[config.mk]
export PLATFORM = sky130hd
export DESIGN_NAME = radio_power_reset_sequencer
export DESIGN_NICKNAME = d
export VERILOG_FILES = /design/src/radio_power_reset_pkg.sv /design/src/radio_power_reset_sequencer.sv
export SDC_FILE = /design/constraint.sdc
export NUM_CORES = 1
export LEC_CHECK = 0
export ABC_AREA = 1
export BUFFER_PORTS_ARGS = -buffer_cell sky130_fd_sc_hd__buf_2
export CAP_MARGIN = 25
export CORE_MARGIN = 5
export CORE_UTILIZATION = 35
export CTS_BUF_LIST = sky130_fd_sc_hd__clkbuf_4 sky130_fd_sc_hd__clkbuf_8 sky130_fd_sc_hd__clkbuf_16
export DETAILED_ROUTE_END_ITERATION = 10
export PLACE_DENSITY_LB_ADDON = 0.25
export SYNTH_ARGS = -nofsm -noshare
export SYNTH_HDL_FRONTEND = slang
export SYNTH_SLANG_ARGS = --single-unit
export TNS_END_PERCENT = 50
[constraint.sdc]
create_clock -name sys_clk -period 1.6 [get_ports sys_clk]
set_clock_uncertainty 0.15 [all_clocks]
set_input_delay 0 -clock sys_clk [delete_from_list [all_inputs] [get_ports sys_clk]]
set_output_delay 0 -clock sys_clk [all_outputs]
set_load 0.005 [all_outputs]
[src/radio_power_reset_pkg.sv]
// package: constants and types for the radio power and reset sequencer
package radio_power_reset_pkg;

  // ----------------------------------------------------------------------
  // timing
  // ----------------------------------------------------------------------
  localparam int unsigned ClockHz         = 100_000_000;
  localparam int unsigned PorReleaseMs    = 110;
  localparam int unsigned OffIntervalMs   = 10;
  localparam int unsigned AccessWaitMs    = 150;
  // longest time rounds down
  localparam int unsigned PorCycles       = PorReleaseMs * (ClockHz / 1000);
  // least times also round down
  localparam int unsigned OffCycles       = OffIntervalMs * (ClockHz / 1000);
  localparam int unsigned AccessCycles    = AccessWaitMs * (ClockHz / 1000);
  localparam int unsigned CountWidth      = 25;

  // ----------------------------------------------------------------------
  // types
  // ----------------------------------------------------------------------
  typedef enum logic [1:0] {
    PowerHold  = 2'b00,
    PowerOff   = 2'b01,
    PowerOn    = 2'b10
  } power_state_type;

  typedef struct packed {
    logic regulatorEnable;
    logic wlanResetN;
    logic shortrangeResetN;
  } section_ctrl_type;

  typedef struct packed {
    logic porDone;
    logic offIntervalMet;
    logic accessReady;
    logic offViolation;
  } seq_status_type;

endpackage

[src/radio_power_reset_sequencer.sv]
// design: power and reset sequencer for the two radio sections
// Overview of operation
// - The regulators are enabled whenever either power-on input is high.
// - The wireless LAN section stays in reset while its power-on input is low.
// - With both power-on inputs low the regulators are disabled.
// - Short-range input low with LAN input high holds that section in reset.
// - The power-on reset interval holds both sections in reset for the first 110 ms.
`timescale 1ns/1ps
`default_nettype none

module radio_power_reset_sequencer
  import radio_power_reset_pkg::*;
#(
  parameter int unsigned PorCount    = PorCycles,
  parameter int unsigned OffCount    = OffCycles,
  parameter int unsigned AccessCount = AccessCycles
) (
  input  wire logic                                  sys_clk,
  input  wire logic                                  rst_n,
  input  wire logic                                  wlan_power_on_in,
  input  wire logic                                  shortrange_power_on_in,
  output var  radio_power_reset_pkg::section_ctrl_type sectionCtrl,
  output var  radio_power_reset_pkg::seq_status_type   seqStatus
);
  import radio_power_reset_pkg::*;

  // ----------------------------------------------------------------------
  // input synchronisers
  // ----------------------------------------------------------------------
  // both start low: a pin already high reads as a fresh rise
  logic [1:0] wlanSync_q;
  logic [1:0] srSync_q;

  always_ff @(posedge sys_clk or negedge rst_n) begin
    if (!rst_n) begin
      wlanSync_q <= 2'h0;
      srSync_q   <= 2'h0;
    end else begin
      wlanSync_q <= {wlanSync_q[0], wlan_power_on_in};
      srSync_q   <= {srSync_q[0], shortrange_power_on_in};
    end
  end

  logic wlanOn;
  logic srOn;
  logic anyOn;
  assign wlanOn = wlanSync_q[1];
  assign srOn   = srSync_q[1];
  assign anyOn  = wlanOn | srOn;

  // ----------------------------------------------------------------------
  // counter helpers
  // ----------------------------------------------------------------------
  // one place decides when a count has run out
  function automatic logic countReached(
    input logic [CountWidth-1:0] cnt,
    input int unsigned           lim
  );
    return (cnt >= CountWidth'(lim));
  endfunction

  // saturating, so a long idle spell cannot wrap back into the window
  function automatic logic [CountWidth-1:0] satInc(
    input logic [CountWidth-1:0] cnt,
    input int unsigned           lim
  );
    if (countReached(cnt, lim)) begin
      return cnt;
    end
    return cnt + CountWidth'(1);
  endfunction

  // a section leaves reset only when all three terms hold
  function automatic logic sectionRelease(
    input logic porEnded,
    input logic regulatorOn,
    input logic sectionOn
  );
    return porEnded & regulatorOn & sectionOn;
  endfunction

  // ----------------------------------------------------------------------
  // power-on reset interval
  // ----------------------------------------------------------------------
  // runs from reset release; the supply threshold is rst_n itself
  logic [CountWidth-1:0] porCnt_q;
  logic                  porDone;
  assign porDone = countReached(porCnt_q, PorCount);

  always_ff @(posedge sys_clk or negedge rst_n) begin
    if (!rst_n) begin
      porCnt_q <= '0;
    end else begin
      porCnt_q <= satInc(porCnt_q, PorCount);
    end
  end

  // ----------------------------------------------------------------------
  // access wait monitor
  // ----------------------------------------------------------------------
  // counts from reset release only; the inputs never restart it
  logic [CountWidth-1:0] accCnt_q;
  logic                  accessDone;
  assign accessDone = countReached(accCnt_q, AccessCount);

  always_ff @(posedge sys_clk or negedge rst_n) begin
    if (!rst_n) begin
      accCnt_q <= '0;
    end else begin
      accCnt_q <= satInc(accCnt_q, AccessCount);
    end
  end

  // ----------------------------------------------------------------------
  // off interval state
  // ----------------------------------------------------------------------
  power_state_type       state_q;
  power_state_type       state_d;
  logic [CountWidth-1:0] offCnt_q;
  logic                  offMet;
  logic                  violation_q;
  assign offMet = countReached(offCnt_q, OffCount);

  // the off interval is judged only once por has ended
  always_comb begin
    state_d = state_q;
    unique case (state_q)
      PowerHold: begin
        if (porDone) begin
          state_d = anyOn ? PowerOn : PowerOff;
        end
      end
      PowerOff: begin
        if (anyOn) begin
          state_d = PowerOn;
        end
      end
      PowerOn: begin
        if (!anyOn) begin
          state_d = PowerOff;
        end
      end
      default: state_d = PowerHold;
    endcase
  end

  always_ff @(posedge sys_clk or negedge rst_n) begin
    if (!rst_n) begin
      state_q <= PowerHold;
    end else begin
      state_q <= state_d;
    end
  end

  // counts the off time; longer waits simply saturate
  always_ff @(posedge sys_clk or negedge rst_n) begin
    if (!rst_n) begin
      offCnt_q <= '0;
    end else if (anyOn) begin
      offCnt_q <= '0;
    end else begin
      offCnt_q <= satInc(offCnt_q, OffCount);
    end
  end

  // sticky flag: a rise before the buck has discharged
  always_ff @(posedge sys_clk or negedge rst_n) begin
    if (!rst_n) begin
      violation_q <= 1'b0;
    end else if (state_q == PowerOff && anyOn && !offMet) begin
      violation_q <= 1'b1;
    end
  end

  // ----------------------------------------------------------------------
  // section control
  // ----------------------------------------------------------------------
  section_ctrl_type sectionCtrl_d;

  always_comb begin
    sectionCtrl_d.regulatorEnable = anyOn;
    sectionCtrl_d.wlanResetN =
      sectionRelease(porDone, anyOn, wlanOn);
    sectionCtrl_d.shortrangeResetN =
      sectionRelease(porDone, anyOn, srOn);
  end

  always_ff @(posedge sys_clk or negedge rst_n) begin
    if (!rst_n) begin
      sectionCtrl <= '0;
    end else begin
      sectionCtrl <= sectionCtrl_d;
    end
  end

  // ----------------------------------------------------------------------
  // status
  // ----------------------------------------------------------------------
  // informational only: a violation never blocks the power-up
  seq_status_type seqStatus_d;

  always_comb begin
    seqStatus_d.porDone        = porDone;
    seqStatus_d.offIntervalMet = offMet;
    seqStatus_d.accessReady    = accessDone;
    seqStatus_d.offViolation   = violation_q;
  end

  always_ff @(posedge sys_clk or negedge rst_n) begin
    if (!rst_n) begin
      seqStatus <= '0;
    end else begin
      seqStatus <= seqStatus_d;
    end
  end

endmodule

`default_nettype wire

# [Word level (Yosys, flattened, before mapping)]
# Cells that the tools add are included.
[totals] wordCells=50 output_inout_bits=7 reg_bits=89 input_bits=4
[classes] magnitude_cmp=3 n_reduce_logical=5 eq_ne=8 n_mux=13 addsub=3 bitwise_logic=4
[ops] cell="2-to-1 mux 25 bit" count=4
[ops] cell="adder 25 x 1 -> 25 bit, second input constant" count=3
[ops] cell=">= comparator 25 x 24 -> 1 bit, second input constant" count=2
[ops] cell=">= comparator 25 x 20 -> 1 bit, second input constant" count=1
[ops] cell="!= test 2 bit, second input constant" count=5
[ops] cell="2-to-1 mux 2 bit" count=4
[ops] cell="one-hot mux 2 bit (3 select lines)" count=1
[ops] cell="2-to-1 mux 1 bit" count=4
[ops] cell="bitwise AND 1 bit" count=3
[ops] cell="!= test 3 bit, second input constant" count=1
[ops] cell="AND reduction 3 bit" count=1
[ops] cell="== test 2 x 1 -> 1 bit, second input constant" count=1
[ops] cell="== test 2 bit, second input constant" count=1
[ops] cell="logical AND 1 bit" count=2
[ops] cell="logical NOT 2 bit" count=1
[ops] cell="logical NOT 1 bit" count=1
[ops] cell="bitwise OR 1 bit" count=1

# [Longest topological paths before layout]
# Gate-level depths: netlist of the first run.
[logic_depth] ltp_word=5 depth_mapped=11 ltp_nobuf=10

# [Worst setup path before layout of the first run]
# No wires, ideal clock.
[synth_timing] path_type="reg-to-reg" start="register offCnt_q[0]" end="register offCnt_q[16]" arrival_time_ns=1.424 path_stages_with_launch=10 required_time_ns=1.384 path_buffers=0 setup_ns=0.066 synth_period_minus_slack_ns=1.640 setup_slack_ns=-0.040 path_cell_list="dfrtp_1 ha_1 inv_1 nor2_1 nand2_1 nor2_1 nor2_1 nor3_1 nand2_1 nand2_1"
[synth_between] elab_chain_cells=4 elab_cells_between_ends=7 classes_between="add/sub: 1; order compare: 1; eq/ne: 1; mux: 4"
[synth_rtl] element="start: declaration" line="radio_power_reset_sequencer.sv:119" source="logic [CountWidth-1:0] offCnt_q;"
[synth_rtl] element="start signal: assignment" line="radio_power_reset_sequencer.sv:162" source="offCnt_q <= satInc(offCnt_q, OffCount);"
[synth_rtl] element=">= comparator 25 x 20 -> 1 bit" line="radio_power_reset_sequencer.sv:59" source="return (cnt >= CountWidth'(lim));"
[synth_rtl] element="2-to-1 mux 1 bit" line="radio_power_reset_sequencer.sv:67" source="if (countReached(cnt, lim)) begin"
[synth_rtl] element="2-to-1 mux 1 bit" line="radio_power_reset_sequencer.sv:159" source="end else if (anyOn) begin"
[synth_rtl] element="!= test 3 bit (no line)"
# Parallel ways exist; a longest one is shown, timed or not. The select of a mux whose other input is x is not followed.
# A chain may end at the register's enable or synchronous reset.

# [Final worst setup path of the first run]
[layout_timing] start="register porCnt_q[0]" end="register porCnt_q[13]"
[layout_between] elab_chain_cells=3 elab_cells_between_ends=5 classes_between="add/sub: 1; order compare: 1; eq/ne: 1; mux: 2"
[layout_rtl] element="start: declaration" line="radio_power_reset_sequencer.sv:86" source="logic [CountWidth-1:0] porCnt_q;"
[layout_rtl] element="start signal: assignment" line="radio_power_reset_sequencer.sv:94" source="porCnt_q <= satInc(porCnt_q, PorCount);"
[layout_rtl] element=">= comparator 25 x 24 -> 1 bit" line="radio_power_reset_sequencer.sv:59"
[layout_rtl] element="2-to-1 mux 1 bit" line="radio_power_reset_sequencer.sv:67"
[layout_rtl] element="!= test 2 bit (no line)"
# Parallel ways exist; a longest one is shown, timed or not. The select of a mux whose other input is x is not followed.

==> results.cfg, run 1 <==
[worst_hold_path]
hold-path-cell-count = 2
min_path_type = primary input to register

[yosys]
synth_area_per_cell_um2 = 6.87
yosys_warnings = 0
yosysSeqAreaShare = 0.415
ys_async_sr_fraction = 1.00
synth_ff_type = dfrtp_1
synth_nets = 791
syn_area_um2 = 5360
synth_top_area_frac = 0.415
syn-instance-count = 781
post_synth_num_cell_types = 30
synth_edf_count = 0
synth_top_area_cell = dfrtp_1
synth_area_leaders = dfrtp_1 (42%), nand2_1 (23%), nor2_1 (8.9%)
synth_seq_cells = 89

[clock_tree]
clock_sinks = 89
cts.clk_slew.worst_paths_ns = 0.06
cts_buffers = 9
root_buffer = clkbuf_16
cts.path.max_buffers = 2
htreeDepth = 3
cts_tree = built
insertion_delay_ns = 0.35

[floorplanning]
dieHeight_um = 134
num_rows = 45
pin_count = 11
start_util = 0.355
fp.coreArea_um2 = 15100
die_w_um = 134
die_area_um2 = 17900

[flow_run]
max-cap-violations = 0

[global_route]
grt_pass1_vias = 4676
use_met2 = 0.234
track_usage = 0.152
use_met1 = 0.219
grt_start_max_net_pins = 35
antenna_found_initial = 0
busiest_layer = met2
overflow = 0
use_met3 = 0.0240
grt_pass1_wl_um = 22300

[worst_setup_path]
cp_slowest_cell = dfrtp_1
cp_num_buf_inv = 1
path_class = register to register
startpoint_type = register
crit_family = simple AND/OR/NAND/NOR gates
cp.depth = 7
worstPathArrival_ns = 1.67
critPathRequiredTime_ns = 1.68
crit_top_cell = nand3_1
worstPathCellList = buf_4 > nand3_1 > nor2_1 > nand3_1 > xor2_1 > nand2_1 > o21ai_2
cp-end-kind = register
rr_worst_depth = 7
path_max_fanout = 4
cpPeakStageDelay_ns = 0.37

[final_layout]
area_growth_pct = 34.0
insertedDiodeCount = 0
fillerInstances = 1503
layout-drive-gt1-share = 0.315
layout.nets = 901

[placement]
dp_hpwl_um = 9530
gp_congestion = 0.873
port_buffers = 10
place_ws_ns = -0.0368

[drt]
vias = 4983
remaining_drc_errors = 0
drtIter0Drc = 264
ant_nets = 0
drt-total-wl_um = 13400
detail_route.wl_per_cell_um = 12.4
viasPerCell = 4.60
first_pass_iters = 4

[timing]
fmax_mhz = 630
whs_ns = 0.143
finalSetupViolations = 0
period_share = 0.992
slew_headroom = 0.759
finalHoldViolations = 0
slew_viol_final = 0
fin_crit_ns = 1.59
setup_slack_ns = 0.0133
setup_tns_ns = 0
rsz0062_at_grt = yes
tightest_slew_ns = 0.362

[power]
p_leak_nw = 3.38
power_per_cell_area_nw_per_um2 = 613
vdd_drop_max_mv = 0.464

[status]
status = finished, final reports clean
## synth_stat cells, types with 2 or more instances
library cell and n:
nand4_1 12, ha_1 6, o21ai_1 2, o21ai_2 4
xor2_1 26, a21oi_1 2, inv_1 56, o21bai_1 2
nor2_2 2, nor3_1 11, buf_4 2, inv_2 6
clkbuf_1 5, nand3b_1 8, buf_2 8, nand3_1 47
buf_6 4, o21ai_0 8, nand2_1 327, dfrtp_1 89
nand2_2 3, xnor2_1 16, nand3_2 2, nor2_1 127
## worst reg2reg max path, stage by stage, from the launching register on
cell	delay [ns]
dfrtp_1	0.37
buf_4	0.13
nand3_1	0.14
nor2_1	0.22
nand3_1	0.17
xor2_1	0.17
nand2_1	0.08
o21ai_2	0.05
## power breakdown
part / switching, mW / internal, mW / leakage [nW] / total (mW)
clock: 0.931 / 1.10 / 0.135 / 2.03
sequential: 0.00394 / 2.26 / 1.18 / 2.26
combinational: 0.0815 / 0.0364 / 2.07 / 0.118
## worst paths after layout
check | to | slack [ns] | from
max | porCnt_q[13]$_DFFE_PN0N_ | 0.01 | porCnt_q[0]$_DFFE_PN0N_
min | srSync_q[0]$_DFF_PN0_ | 0.14 | shortrange_power_on_in
max reg2reg | porCnt_q[13]$_DFFE_PN0N_ | 0.01 | porCnt_q[0]$_DFFE_PN0N_
min reg2reg | wlanSync_q[1]$_DFF_PN0_ | 0.21 | wlanSync_q[0]$_DFF_PN0_
max in group asynchronous | offCnt_q[9]$_DFFE_PN0P_ | 0.29 | rst_n
min in group asynchronous | porCnt_q[2]$_DFFE_PN0N_ | 0.49 | rst_n
## layout by cell type (no fill, tap or decap), types with 3 or more instances in the layout
cell and instances:
nor3_2 4, nand2_1 287, buf_2 9, o21ai_1 4, nor3_1 3, nand3_2 6, dfrtp_1 76, nor2_4 10
inv_1 44, nand3_1 42, nor2_1 78, ha_1 4, dlygate4sd3_1 4, o21ai_0 6, clkbuf_16 10, buf_8 3
buf_4 86, nand4_1 12, dfrtp_2 13, nor2_2 42, inv_2 16, xor2_1 26, nor3_4 4, buf_12 3
o21ai_2 4, nand2_2 39, nand3b_1 8, xnor2_1 16, nand2_4 4, buf_6 13
## area by class of cell
type / count / area [um2] / share of cell area
tap: 188 / 235 / 0.0327
timing repair buffer: 119 / 1010 / 0.140
sequential: 89 / 2240 / 0.312
inverter: 64 / 250 / 0.0348
clock inverter: 6 / 42.5 / 0.00592
multi-input combinational: 608 / 3170 / 0.441
clock buffer: 10 / 239 / 0.0333
## routing by layer
metal	up-vias	part of all wire
li1	2621	-
met3	16	0.027
met4	0	0.015
met2	63	0.45
met1	2283	0.51
met5	-	0
## metrics by stage
step	cell area (um2)	utilization	cells	power [mW]
floorplan	5370	-	781	2.33
global placement	6160	0.408	1038	2.42
detailed placement	6160	0.408	1038	2.42
CTS	6530	0.433	1058	4.50
global route	7190	0.476	1084	4.61
finish	7190	0.476	1084	4.41
## cells by family (layout without fill, tap and decap cells)
logic type | count (synthesis) | count (layout) | synth area share
AO/OA/AOI/OAI | 18 | 18 | 0.0205
flip-flops | 89 | 89 | 0.415
XOR/XNOR | 42 | 42 | 0.0686
AND/OR/NAND/NOR | 542 | 542 | 0.413
adder cells (fa/ha/maj) | 6 | 6 | 0.0140
buffers and inverters | 84 | 199 | 0.0681
## flip-flops by register name, summed over array words and instances (netlist names)
| signal | flops |
|---|---|
| sectionCtrl | 3 |
| violation_q | 1 |
| seqStatus | 4 |
| porCnt_q | 25 |
| wlanSync_q | 2 |
| srSync_q | 2 |
| state_q | 2 |
| offCnt_q | 25 |
| accCnt_q | 25 |
## repair_timing
| item | CTS | global route |
|---|---|---|
| buffers inserted | 0 | 23 |
| endpoints found under the hold margin | 91 | 0 |
| gates cloned | 0 | 4 |
| setup endpoints to repair | 26 | 74 |
| pin swaps | 0 | 38 |
| hold buffers | 4 | 0 |
| resized for setup | 13 | 164 |
No activity file was read; power rests on OpenSTA's default activity.
==> run 2: changes to the inputs <==
--- a/config.mk
+++ b/config.mk
@@ -9,3 +9,2 @@
 export BUFFER_PORTS_ARGS = -buffer_cell sky130_fd_sc_hd__buf_2
-export CAP_MARGIN = 25
 export CORE_MARGIN = 5
@@ -18,2 +17,2 @@
 export SYNTH_SLANG_ARGS = --single-unit
-export TNS_END_PERCENT = 50
+export TNS_END_PERCENT = 20
==> constraint.sdc (replaced) <==
create_clock -name sys_clk -period 1.6 [get_ports sys_clk]
set_clock_uncertainty 0.15 [all_clocks]
set_input_delay 0.32 -clock sys_clk [delete_from_list [all_inputs] [get_ports sys_clk]]
set_output_delay 0.32 -clock sys_clk [all_outputs]
set_load 0.005 [all_outputs]
==> results.cfg, run 2 (synthesized netlist as in run 1, its figures left out) <==
[status]
status = finished, violations left
violations = negative setup slack

[drt]
drtIter0Drc = 371
drt-total-wl_um = 12800
vias = 4913
first_pass_iters = 7
detail_route.wl_per_cell_um = 12.1
remaining_drc_errors = 0
viasPerCell = 4.61
ant_nets = 0

[clock_tree]
htreeDepth = 3
cts.clk_slew.worst_paths_ns = 0.07
root_buffer = clkbuf_16
clock_sinks = 89
insertion_delay_ns = 0.35
cts_buffers = 9
cts.path.max_buffers = 2
cts_tree = built

[worst_setup_path]
startpoint_type = register
reg2reg_to = offCnt_q[18]$_DFFE_PN0P_
cp-end-kind = register
endpoint = offCnt_q[18]$_DFFE_PN0P_
worstPathArrival_ns = 1.73
critPathRequiredTime_ns = 1.70
r2r_setup_slack_ns = -0.04
path_class = register to register
path_max_fanout = 6
r2r-start = offCnt_q[16]$_DFFE_PN0P_
cp-startpoint = offCnt_q[16]$_DFFE_PN0P_
rr_worst_depth = 10

[floorplanning]
die_area_um2 = 17900
die_w_um = 134
num_rows = 45
pin_count = 11
start_util = 0.355
fp.coreArea_um2 = 15100
dieHeight_um = 134

[placement]
dp_hpwl_um = 9170
place_ws_ns = -0.0609
placed_cell_area_um2 = 6150
gp_congestion = 0.855
port_buffers = 10

[flow_run]
max-cap-violations = 0

[timing]
fin_crit_ns = 1.64
finalSetupViolations = 20
rsz0062_at_grt = yes
setup_tns_ns = -0.289
slew_headroom = 0.651
period_share = 1.02
finalHoldViolations = 0
tightest_slew_ns = 0.523
setup_slack_ns = -0.0372
whs_ns = 0.199
fmax_mhz = 611
slew_viol_final = 0

[final_layout]
utilization = 0.454
area_growth_pct = 27.9
multi_input_area_um2 = 3010
fillerInstances = 1560
seq_area_um2 = 2240
design_area_um2 = 6860
layout-drive-gt1-share = 0.251
final_common_cell = nand2_1
layout_common_cells = nand2_1 (303), nor2_1 (92), dfrtp_1 (79)
layout.nets = 883
largestRegisters = accCnt_q x25, offCnt_q x25, porCnt_q x25
insertedDiodeCount = 0

[global_route]
grt_pass1_wl_um = 22100
track_usage = 0.150
antenna_found_initial = 0
grt_pass1_vias = 4592
overflow = 0
grt_start_max_net_pins = 90

[power]
p_leak_nw = 3.21
power_per_cell_area_nw_per_um2 = 682
vdd_drop_max_mv = 0.527

[worst_hold_path]
min_path_type = register to register
run 2: changes by cell type in the layout (fill, tap and decap cells not counted), moves of 4 or more:
cell	delta
nor2_1	+14
inv_1	+4
nand2_1	+16
buf_6	-5
nor3_4	-4
nor2_2	-11
nand2_2	-15
buf_4	-8
run 2: routing by layer:
layer / part of all wire / up-vias / GRT usage
met1: 0.51 / 2239 / 0.218
met5: 0 / - / 0
met3: 0.036 / 15 / 0.0248
met2: 0.44 / 75 / 0.226
li1: - / 2584 / -
met4: 0.017 / 0 / 0.0560
run 2: area by class of cell:
class                   count  area share
inverters                  64      0.0358
repair buffers            101       0.118
well taps                 188      0.0343
clock inverters             5      0.0117
clock buffers              11      0.0350
multi-input cells         608       0.438
flip-flops and latches     89       0.327
run 2: what timing repair did:
action / CTS / global route
endpoints found under the hold margin: 91 / 0
endpoints found under the setup margin: 14 / 71
pin swaps: 0 / 9
hold buffers: 3 / 0
setup buffers: 0 / 6
cloned: 0 / 2
gates resized for setup: 10 / 95
run 2: metrics by stage:
step / cells / power [mW]
floorplan: 781 / 2.33
global placement: 1039 / 2.41
detailed placement: 1039 / 2.41
CTS: 1058 / 4.74
global route: 1066 / 4.86
finish: 1066 / 4.68
run 2: worst min path at each step:
stage | startpoint | endpoint | slack (ns) | cells after the start
finish | srSync_q[0]$_DFF_PN0_ | srSync_q[1]$_DFF_PN0_ | 0.20 | 0
floorplan | rst_n | accCnt_q[0]$_DFFE_PN0N_ | -0.13 | 0
CTS | srSync_q[0]$_DFF_PN0_ | srSync_q[1]$_DFF_PN0_ | 0.20 | 0
global route | srSync_q[0]$_DFF_PN0_ | srSync_q[1]$_DFF_PN0_ | 0.21 | 0
global placement | srSync_q[0]$_DFF_PN0_ | srSync_q[1]$_DFF_PN0_ | 0.19 | 0
detailed placement | srSync_q[0]$_DFF_PN0_ | srSync_q[1]$_DFF_PN0_ | 0.19 | 0
run 2: critical path, cell delays in order, from the launching register on:
cell       delay, ns
dfrtp_2         0.44
nand2_2         0.09
nor2_4          0.10
inv_1           0.04
nor2_1          0.10
nand3_1         0.11
nand3_2         0.13
nand2_4         0.10
clkbuf_16       0.17
nand2_1         0.06
nand2_1         0.04
run 2: where the power goes:
part           internal, mW  switching (mW)
Sequential             2.26         0.00495
Combinational        0.0292          0.0784
Clock                  1.40           0.906
